File: src/uart_shadow_params.svh
// constants for the queue control shadow register block
`ifndef UART_SHADOW_PARAMS_SVH
`define UART_SHADOW_PARAMS_SVH

// register byte addresses
`define OFS_DMA_SEL_SHADOW 32'h5000_1094
`define OFS_QUEUE_EN_SHADOW 32'h5000_1098
`define OFS_RX_THR_SHADOW 32'h5000_109C
`define OFS_EVENT_STATUS 32'h5000_10B0
`define OFS_EVENT_MASK 32'h5000_10B4

// field positions in the queue control word
`define QCW_ENABLE_BIT 0
`define QCW_RX_RESET_BIT 1
`define QCW_TX_RESET_BIT 2
`define QCW_DMA_MODE_BIT 3
`define QCW_RX_TRIG_LSB 6
`define QCW_RX_TRIG_MSB 7

// event status bit positions
`define EVT_RX_THRESHOLD_BIT 0
`define EVT_QUEUE_DISABLE_BIT 1

// reset values
`define RST_DMA_MODE 1'h0
`define RST_QUEUE_EN 1'h0
`define RST_RX_TRIG 2'h0
`define RST_EVENTS 2'h0

// queue geometry and threshold levels
`define QUEUE_DEPTH 5'h10
`define THR_ONE_CHAR 5'h01
`define THR_HALF_FULL 5'h08
`define THR_TWO_LESS 5'h0E

`endif

File: src/uart_shadow_pkg.sv
// types shared by the queue control shadow register block
package uart_shadow_pkg;

    typedef logic [4:0] level_t;
    typedef logic [1:0] trig_code_t;

    // bus answer phase, gray ordered
    typedef enum logic [0:0] {
        phase_wait = 1'b0,
        phase_answer = 1'b1
    } bus_phase_t;

    // complete state of the shadow control block
    typedef struct packed {
        bus_phase_t phase;
        logic [31:0] readdata;
        logic dma_mode;
        logic queue_en;
        trig_code_t rx_trig;
        logic tx_reset;
        logic rx_reset;
        logic [1:0] status;
        logic [1:0] mask;
        logic irq;
        logic rx_avail_irq;
        logic rx_reached_d;
        logic rx_req_n;
        logic tx_req_n;
        logic rts_n;
    } shadow_state_t;

endpackage : uart_shadow_pkg
File: src/rx_threshold_compare.sv
// receive queue threshold decoder and fill level comparator
`timescale 1ns/1ps
`include "uart_shadow_params.svh"

module rx_threshold_compare (
    input wire uart_shadow_pkg::trig_code_t code_in, // threshold code
    input wire uart_shadow_pkg::level_t level_in, // receive fill level
    output logic reached_out, // level at or above threshold
    output logic above_out // level strictly above threshold
);
    import uart_shadow_pkg::*;

    level_t threshold;

    // map the two-bit code to a character count
    always_comb begin
        case (code_in)
            2'h0: threshold = `THR_ONE_CHAR;
            2'h1: threshold = `THR_HALF_FULL;
            2'h2: threshold = `THR_HALF_FULL;
            2'h3: threshold = `THR_TWO_LESS;
            default: threshold = `THR_ONE_CHAR;
        endcase
    end

    // compare the fill level against the chosen threshold
    assign reached_out = (level_in >= threshold);
    assign above_out = (level_in > threshold);

endmodule : rx_threshold_compare

File: src/uart_fifo_shadow_controls.sv
// shadow controls for the uart queue control word, with avalon slave
// Summary of operation
// - dma mode shadow bit, writes touch nothing else
// - dma mode picks request signalling scheme with queues on
// - queue enable shadow gates both queues
// - enable falling resets both queue controls
// - receive threshold shadow, writes touch nothing else
// - data available interrupt at receive threshold with queues on, else one character
// - mode 1 receive request low from threshold until empty
// - codes: one, half, half, two less
// - auto flow: rts high above threshold with queues on
//
// The Avalon-MM slave port was left to the implementer.
`timescale 1ns/1ps
`include "uart_shadow_params.svh"

module uart_fifo_shadow_controls (
    input wire logic clock_in, // 50 MHz clock
    input wire logic rstn_in, // async reset, active low
    input wire logic [31:0] address_in, // avalon byte address
    input wire logic read_in, // avalon read
    input wire logic write_in, // avalon write
    input wire logic [31:0] writedata_in, // avalon write data
    input wire logic [3:0] byteenable_in, // avalon byte enables
    output logic [31:0] readdata_out, // avalon read data
    output logic waitrequest_out, // avalon wait request
    input wire logic qcw_write_in, // full control word write strobe
    input wire logic [7:0] qcw_data_in, // full control word value
    input wire uart_shadow_pkg::level_t rx_level_in, // receive fill
    input wire uart_shadow_pkg::level_t tx_level_in, // transmit fill
    input wire logic auto_flow_in, // modem control auto flow bit
    input wire logic rts_bit_in, // modem control request bit
    output logic queue_enable_out, // both queues enabled
    output logic dma_mode_out, // current dma signalling mode
    output logic [1:0] rx_trigger_out, // current threshold code
    output logic tx_queue_reset_out, // transmit control reset pulse
    output logic rx_queue_reset_out, // receive control reset pulse
    output logic rx_avail_irq_out, // received data available
    output logic rx_dma_req_n_out, // receive dma request, low
    output logic tx_dma_req_n_out, // transmit dma request, low
    output logic rts_n_out, // request to send, low
    output logic irq_out // unmasked event interrupt
);
    import uart_shadow_pkg::*;

    shadow_state_t st;
    shadow_state_t next_st;
    logic rx_reached;
    logic rx_above;
    logic [31:0] read_mux;
    logic bus_write;
    logic lane0;

    // threshold compare for the receive queue
    rx_threshold_compare thr_cmp (
        .code_in(st.rx_trig),
        .level_in(rx_level_in),
        .reached_out(rx_reached),
        .above_out(rx_above)
    );

    // write takes effect when waitrequest is low
    assign bus_write = (st.phase == phase_answer) && write_in;
    assign lane0 = byteenable_in[0];

    // read data selection, reserved bits read zero
    always_comb begin
        read_mux = 32'h0000_0000;
        case (address_in)
            `OFS_DMA_SEL_SHADOW: read_mux[0] = st.dma_mode;
            `OFS_QUEUE_EN_SHADOW: read_mux[0] = st.queue_en;
            `OFS_RX_THR_SHADOW: read_mux[1:0] = st.rx_trig;
            `OFS_EVENT_STATUS: read_mux[1:0] = st.status;
            `OFS_EVENT_MASK: read_mux[1:0] = st.mask;
            default: read_mux = 32'h0000_0000;
        endcase
    end

    // next state of the whole block
    always_comb begin
        logic set_rx_evt;
        logic set_dis_evt;
        logic [1:0] clr;
        logic rx_level_ok;
        set_rx_evt = 1'b0;
        set_dis_evt = 1'b0;
        clr = 2'h0;
        rx_level_ok = 1'b0;
        next_st = st;
        next_st.tx_reset = 1'b0;
        next_st.rx_reset = 1'b0;

        // avalon handshake: one wait cycle, then answer
        case (st.phase)
            phase_wait: begin
                if (read_in || write_in) begin
                    next_st.phase = phase_answer;
                    next_st.readdata = read_in ? read_mux : 32'h0000_0000;
                end
            end
            phase_answer: begin
                next_st.phase = phase_wait;
            end
            default: next_st.phase = phase_wait;
        endcase

        // full control word write updates every field
        if (qcw_write_in) begin
            next_st.queue_en = qcw_data_in[`QCW_ENABLE_BIT];
            next_st.dma_mode = qcw_data_in[`QCW_DMA_MODE_BIT];
            next_st.rx_trig =
                qcw_data_in[`QCW_RX_TRIG_MSB:`QCW_RX_TRIG_LSB];
            next_st.rx_reset = qcw_data_in[`QCW_RX_RESET_BIT];
            next_st.tx_reset = qcw_data_in[`QCW_TX_RESET_BIT];
        end

        // shadow writes, each touches only its own field
        if (bus_write && lane0) begin
            case (address_in)
                `OFS_DMA_SEL_SHADOW:
                    next_st.dma_mode = writedata_in[0];
                `OFS_QUEUE_EN_SHADOW:
                    next_st.queue_en = writedata_in[0];
                `OFS_RX_THR_SHADOW:
                    next_st.rx_trig = writedata_in[1:0];
                `OFS_EVENT_STATUS: clr = writedata_in[1:0];
                `OFS_EVENT_MASK: next_st.mask = writedata_in[1:0];
                default: ;
            endcase
        end

        // disabling the queues resets both control portions
        if (st.queue_en && !next_st.queue_en) begin
            next_st.tx_reset = 1'b1;
            next_st.rx_reset = 1'b1;
            set_dis_evt = 1'b1;
        end

        // threshold applies with queues on, else one character
        rx_level_ok = st.queue_en ? rx_reached : (rx_level_in != 5'h00);
        next_st.rx_avail_irq = rx_level_ok;
        next_st.rx_reached_d = rx_level_ok;
        set_rx_evt = rx_level_ok && !st.rx_reached_d;

        // receive dma request: mode 0 any data, mode 1 threshold
        if (!st.dma_mode || !st.queue_en) begin
            next_st.rx_req_n = (rx_level_in == 5'h00);
        end else if (rx_reached) begin
            next_st.rx_req_n = 1'b0;
        end else if (rx_level_in == 5'h00) begin
            next_st.rx_req_n = 1'b1;
        end

        // transmit dma request: mode 0 empty, mode 1 until full
        if (!st.dma_mode || !st.queue_en) begin
            next_st.tx_req_n = (tx_level_in != 5'h00);
        end else if (tx_level_in == 5'h00) begin
            next_st.tx_req_n = 1'b0;
        end else if (tx_level_in >= `QUEUE_DEPTH) begin
            next_st.tx_req_n = 1'b1;
        end

        // request to send, gated by threshold under auto flow with queues on
        if (auto_flow_in && st.queue_en && rx_above) begin
            next_st.rts_n = 1'b1;
        end else begin
            next_st.rts_n = !rts_bit_in;
        end

        // sticky events, a new event wins over a clear
        next_st.status = (st.status & ~clr);
        next_st.status[`EVT_RX_THRESHOLD_BIT] =
            next_st.status[`EVT_RX_THRESHOLD_BIT] | set_rx_evt;
        next_st.status[`EVT_QUEUE_DISABLE_BIT] =
            next_st.status[`EVT_QUEUE_DISABLE_BIT] | set_dis_evt;
        next_st.irq = |(next_st.status & next_st.mask);
    end

    // state register, all fields reset to zero or idle
    always_ff @(posedge clock_in or negedge rstn_in) begin
        if (!rstn_in) begin
            st.phase <= phase_wait;
            st.readdata <= 32'h0000_0000;
            st.dma_mode <= `RST_DMA_MODE;
            st.queue_en <= `RST_QUEUE_EN;
            st.rx_trig <= `RST_RX_TRIG;
            st.tx_reset <= 1'b0;
            st.rx_reset <= 1'b0;
            st.status <= `RST_EVENTS;
            st.mask <= `RST_EVENTS;
            st.irq <= 1'b0;
            st.rx_avail_irq <= 1'b0;
            st.rx_reached_d <= 1'b0;
            st.rx_req_n <= 1'b1;
            st.tx_req_n <= 1'b1;
            st.rts_n <= 1'b1;
        end else begin
            st <= next_st;
        end
    end

    // outputs straight from the state register
    assign readdata_out = st.readdata;
    assign waitrequest_out = (st.phase == phase_wait);
    assign queue_enable_out = st.queue_en;
    assign dma_mode_out = st.dma_mode;
    assign rx_trigger_out = st.rx_trig;
    assign tx_queue_reset_out = st.tx_reset;
    assign rx_queue_reset_out = st.rx_reset;
    assign rx_avail_irq_out = st.rx_avail_irq;
    assign rx_dma_req_n_out = st.rx_req_n;
    assign tx_dma_req_n_out = st.tx_req_n;
    assign rts_n_out = st.rts_n;
    assign irq_out = st.irq;

endmodule : uart_fifo_shadow_controls

File: config.mk
export PLATFORM = sky130hd
export DESIGN_NAME = uart_fifo_shadow_controls
export DESIGN_NICKNAME = d
export VERILOG_FILES = /design/src/uart_shadow_pkg.sv /design/src/rx_threshold_compare.sv /design/src/uart_fifo_shadow_controls.sv
export VERILOG_INCLUDE_DIRS = /design/src /design/src/src
export SDC_FILE = /design/constraint.sdc
export NUM_CORES = 1
export LEC_CHECK = 0
export ABC_AREA = 1
export BUFFER_PORTS_ARGS = -buffer_cell sky130_fd_sc_hd__buf_2
export CAP_MARGIN = 30
export CELL_PAD_IN_SITES_DETAIL_PLACEMENT = 1
export CELL_PAD_IN_SITES_GLOBAL_PLACEMENT = 2
export CORE_ASPECT_RATIO = 1.1
export CORE_MARGIN = 1.5
export CORE_UTILIZATION = 18
export DETAILED_ROUTE_END_ITERATION = 10
export MAX_ROUTING_LAYER = met4
export PLACE_DENSITY_LB_ADDON = 0.25
export RECOVER_POWER = 100
export SLEW_MARGIN = 10
export SYNTH_ARGS = -nofsm -noshare
export SYNTH_HDL_FRONTEND = slang
export SYNTH_SLANG_ARGS = --single-unit
File: constraint.sdc
create_clock -name clock_in -period 2.05 [get_ports clock_in]
set_clock_uncertainty 0.1 [all_clocks]
set_input_delay 0.3075 -clock clock_in [delete_from_list [all_inputs] [get_ports clock_in]]
set_output_delay 0.3075 -clock clock_in [all_outputs]
set_load 0.005 [all_outputs]
==> impl_results.md <==
* CTS Sinks at 18
* Vias at about 1700
* CTS tree: done
* Hold Vio Cnt, Final at 0
* Fin crit period at roughly 1.8 ns
* Setup Viol. Count Final at 0
* Resized cells post-CTS at 0
* Clk Tree Root Cell: clkbuf_8
* Drc violations at 0
* Largest net degree at the start of global routing at 19
* Seq/Total Area, Yosys at 0.278
* Max VDD drop at roughly 180 µV
* Maximum root-to-sink buffer count at 2
* Setup TNS at 0 ns
* CP max stage cell: dfrtp_1
* Delay-heaviest family, CP: simple AND/OR/NAND/NOR gates
* CP cell instances: nand2_1 -> ha_1 -> a21oi_1 -> o21a_1 -> nand4_1 -> nand3b_1 -> nand2_1 -> nand2_1 -> nand2_1
* Grt total ovfl at 0
* DR WL/cell at between 10 and 15 µm
* Vias in the first global route at between 1500 and 2000
* Power Dens Cells at around 450 mW/mm²
* Via-per-instance ratio at around 3.9
* Initial drt markers at 57
* IO buf count at slightly above 70
* Dpl hpwl at between 3000 and 4000 µm
* First-pass GRT wire length at 6980 µm
* Fill cells at roughly 1200
* DIE AREA at ~0.0096 mm²
* Yosys reg bits at 18
* GRT Overall Usage at 0.0945
* Area grow syn2layout at 22.4%
* DRT Wirelength at 4430 µm
* Proportion of layout cells with a drive suffix above 1 at 0.235
* WS Path Type: flop to flop
* Diode count at 0
* Max Freq at between 500 and 600 MHz
* Site row count at 36
* Worst-margin pin slew at around 1.0 ns
* HP Class: primary input to flop
* Netlist Area Pre-Place at 0.00163 mm²
* Synth warn at 0
* CP max FO at 5
* Dpl cells at approximately 430
* Clock-pin slew on the worst setup and hold paths at around 0.07 ns
* CP Launch Type: flop
* CP Buf/Inv Count at 0
* Final WS setup at approximately 0.21 ns
* CP arrival at ~1.9 ns
* Power Total at 0.897 mW
* Area of the multi-input gates at a little under 900 µm²
* Final period util at 0.897
* Top cell type's share of synthesized area at 0.230
* Top Ports at between 100 and 150
* H-tree Lvls at 1
* Largest stage delay on the critical path at 0.43 ns
* Die Span Y at between 100 and 150 µm
* Max_cap viols at 0
* RSZ-0062 raised after global routing: no
* Register area at approximately 450 µm²
* Element type at the critical path end: flop
* Outcome: complete, no violations
* Initial antenna violation count at 0
* Clock latency at the later pin of the worst-skew pair at between 0.2 and 0.3 ns
* Slew HR at 0.303
* Yosys cell types at 27
* Die W at around 94 µm
* Top post-synthesis cells by area: dfrtp_1, buf_4, nand2_1
* Nets at between 400 and 500
* WHS at 0.0718 ns
* Initial core utilization at 0.185
* DRT Pass-1 Iters at 4
* Dominant cell type by area after synthesis: dfrtp_1
* LEAKAGE at 1.07 nW
* Avg Cell Area, Syn at ~6.6 µm²
* Number of CTS-inserted buffers at 3
* ANT nets after route at 0
* Final Max Slew Viols at 0
* Cells after Synth at around 250
* Req. time, crit path at between 2 and 2.5 ns
* Placer congestion estimate at ~0.72
* Pre-CTS setup slack at ~0.17 ns
* Most common cell on crit path: nand2_1
* Post-Layout Cell Count at 433
* Core area at 0.00883 mm²
per-stage QoR:
stage | util | cell area [µm²]
after global routing | 0.226 | 2000
after global placement | 0.224 | 1980
after detailed placement | 0.224 | 1980
after CTS | 0.232 | 2040
after floorplan | - | 1740
final | 0.226 | 2000
worst reg2reg max path, stage by stage (launching register included):
cell	delay [ns]
dfrtp_1	0.43
nand2_1	0.11
ha_1	0.32
a21oi_1	0.16
o21a_1	0.17
nand4_1	0.12
nand3b_1	0.13
nand2_1	0.07
nand2_1	0.06
nand2_1	0.05
Yosys cell counts:
library cell	instances
o21ai_0	5
nand2_1	66
a22oi_1	1
and2_1	1
conb_1	1
o21a_1	3
o21ai_2	2
nand2_2	2
dfrtp_1	15
nor4_1	2
inv_2	2
nand3_1	15
nor2_2	6
o21ai_1	1
dfstp_2	3
buf_4	34
nand3_2	3
nor4_4	1
nand3b_1	2
a21oi_1	1
inv_1	31
o21bai_1	1
nor3_1	2
ha_1	4
nor2_1	37
clkbuf_1	1
nand4_1	7
cell type report:
cell class,count,share of cell area
Inverter,33,0.0620
Tap cell,114,0.0714
Multi-Input combinational cell,192,0.435
Clock buffer,4,0.0276
Sequential cell,18,0.227
Timing Repair Buffer,72,0.176
path summary, 6_finish.rpt:
| kind | from | endpoint | slack [ns] | cells past startpoint |
|---|---|---|---|---|
| max | rx_trigger_out[0]$_DFF_PN0_ | irq_out$_DFF_PN0_ | 0.21 | 9 |
| min | rts_bit_in | rts_n_out$_DFF_PN1_ | 0.07 | 2 |
| max reg2reg | rx_trigger_out[0]$_DFF_PN0_ | irq_out$_DFF_PN0_ | 0.21 | 9 |
| min reg2reg | readdata_out[1]$_DFFE_PN0P_ | readdata_out[1]$_DFFE_PN0P_ | 0.38 | 2 |
| max in group asynchronous | rstn_in | dma_mode_out$_DFF_PN0_ | 0.57 | 2 |
| min in group asynchronous | rstn_in | st[7]$_DFF_PN0_ | 0.65 | 2 |
kinds of logic (layout without fill, tap and decap cells):
logic type | Yosys count | in the layout | share of synthesized area
compound gates | 14 | 14 | 0.0552
flops | 18 | 18 | 0.278
simple gates | 144 | 144 | 0.399
other cells | 1 | 30 | 0.00230
buf+inv | 68 | 109 | 0.235
fa+ha+maj | 4 | 4 | 0.0307
registers in the layout, indices dropped and copies added (netlist names):
register	cells
rx_dma_req_n_out	1
tx_dma_req_n_out	1
dma_mode_out	1
readdata_out	2
st	6
tx_queue_reset_out	1
irq_out	1
rts_n_out	1
rx_trigger_out	2
rx_queue_reset_out	1
queue_enable_out	1
cells in the final DEF (no fill, tap or decap), types with 2 or more instances in the layout:
cell,count
nand2_1,68
buf_2,60
nor2_1,37
inv_1,32
conb_1,30
nand3_1,17
dfrtp_1,15
clkbuf_1,11
nand4_1,7
nor2_2,6
o21ai_0,6
ha_1,4
clkbuf_8,4
nor4_1,3
o21a_1,3
nor3_1,2
nand3b_1,2
dfstp_2,2
what timing repair did:
| item | 4_1_cts | 5_1_grt |
|---|---|---|
| hold buffers | 1 | 0 |
| buffers inserted | 0 | 0 |
| hold endpoints to repair | 15 | 0 |
| endpoints found under the setup margin | 0 | 0 |
power by group:
part           internal, mW  total, mW  switching (mW)
logic                0.0872      0.208           0.121
registers             0.374      0.391          0.0168
clock network         0.171      0.298           0.127
total                 0.632      0.897           0.265
layer usage:
metal,vias up,share of wire,global-route usage
li1,852,-,-
met1,765,0.45,0.112
met2,48,0.49,0.167
met3,4,0.051,0.0184
met4,0,0.0095,0.0172
met5,-,0,-
Note: power is estimated with default switching activity, not from simulation.
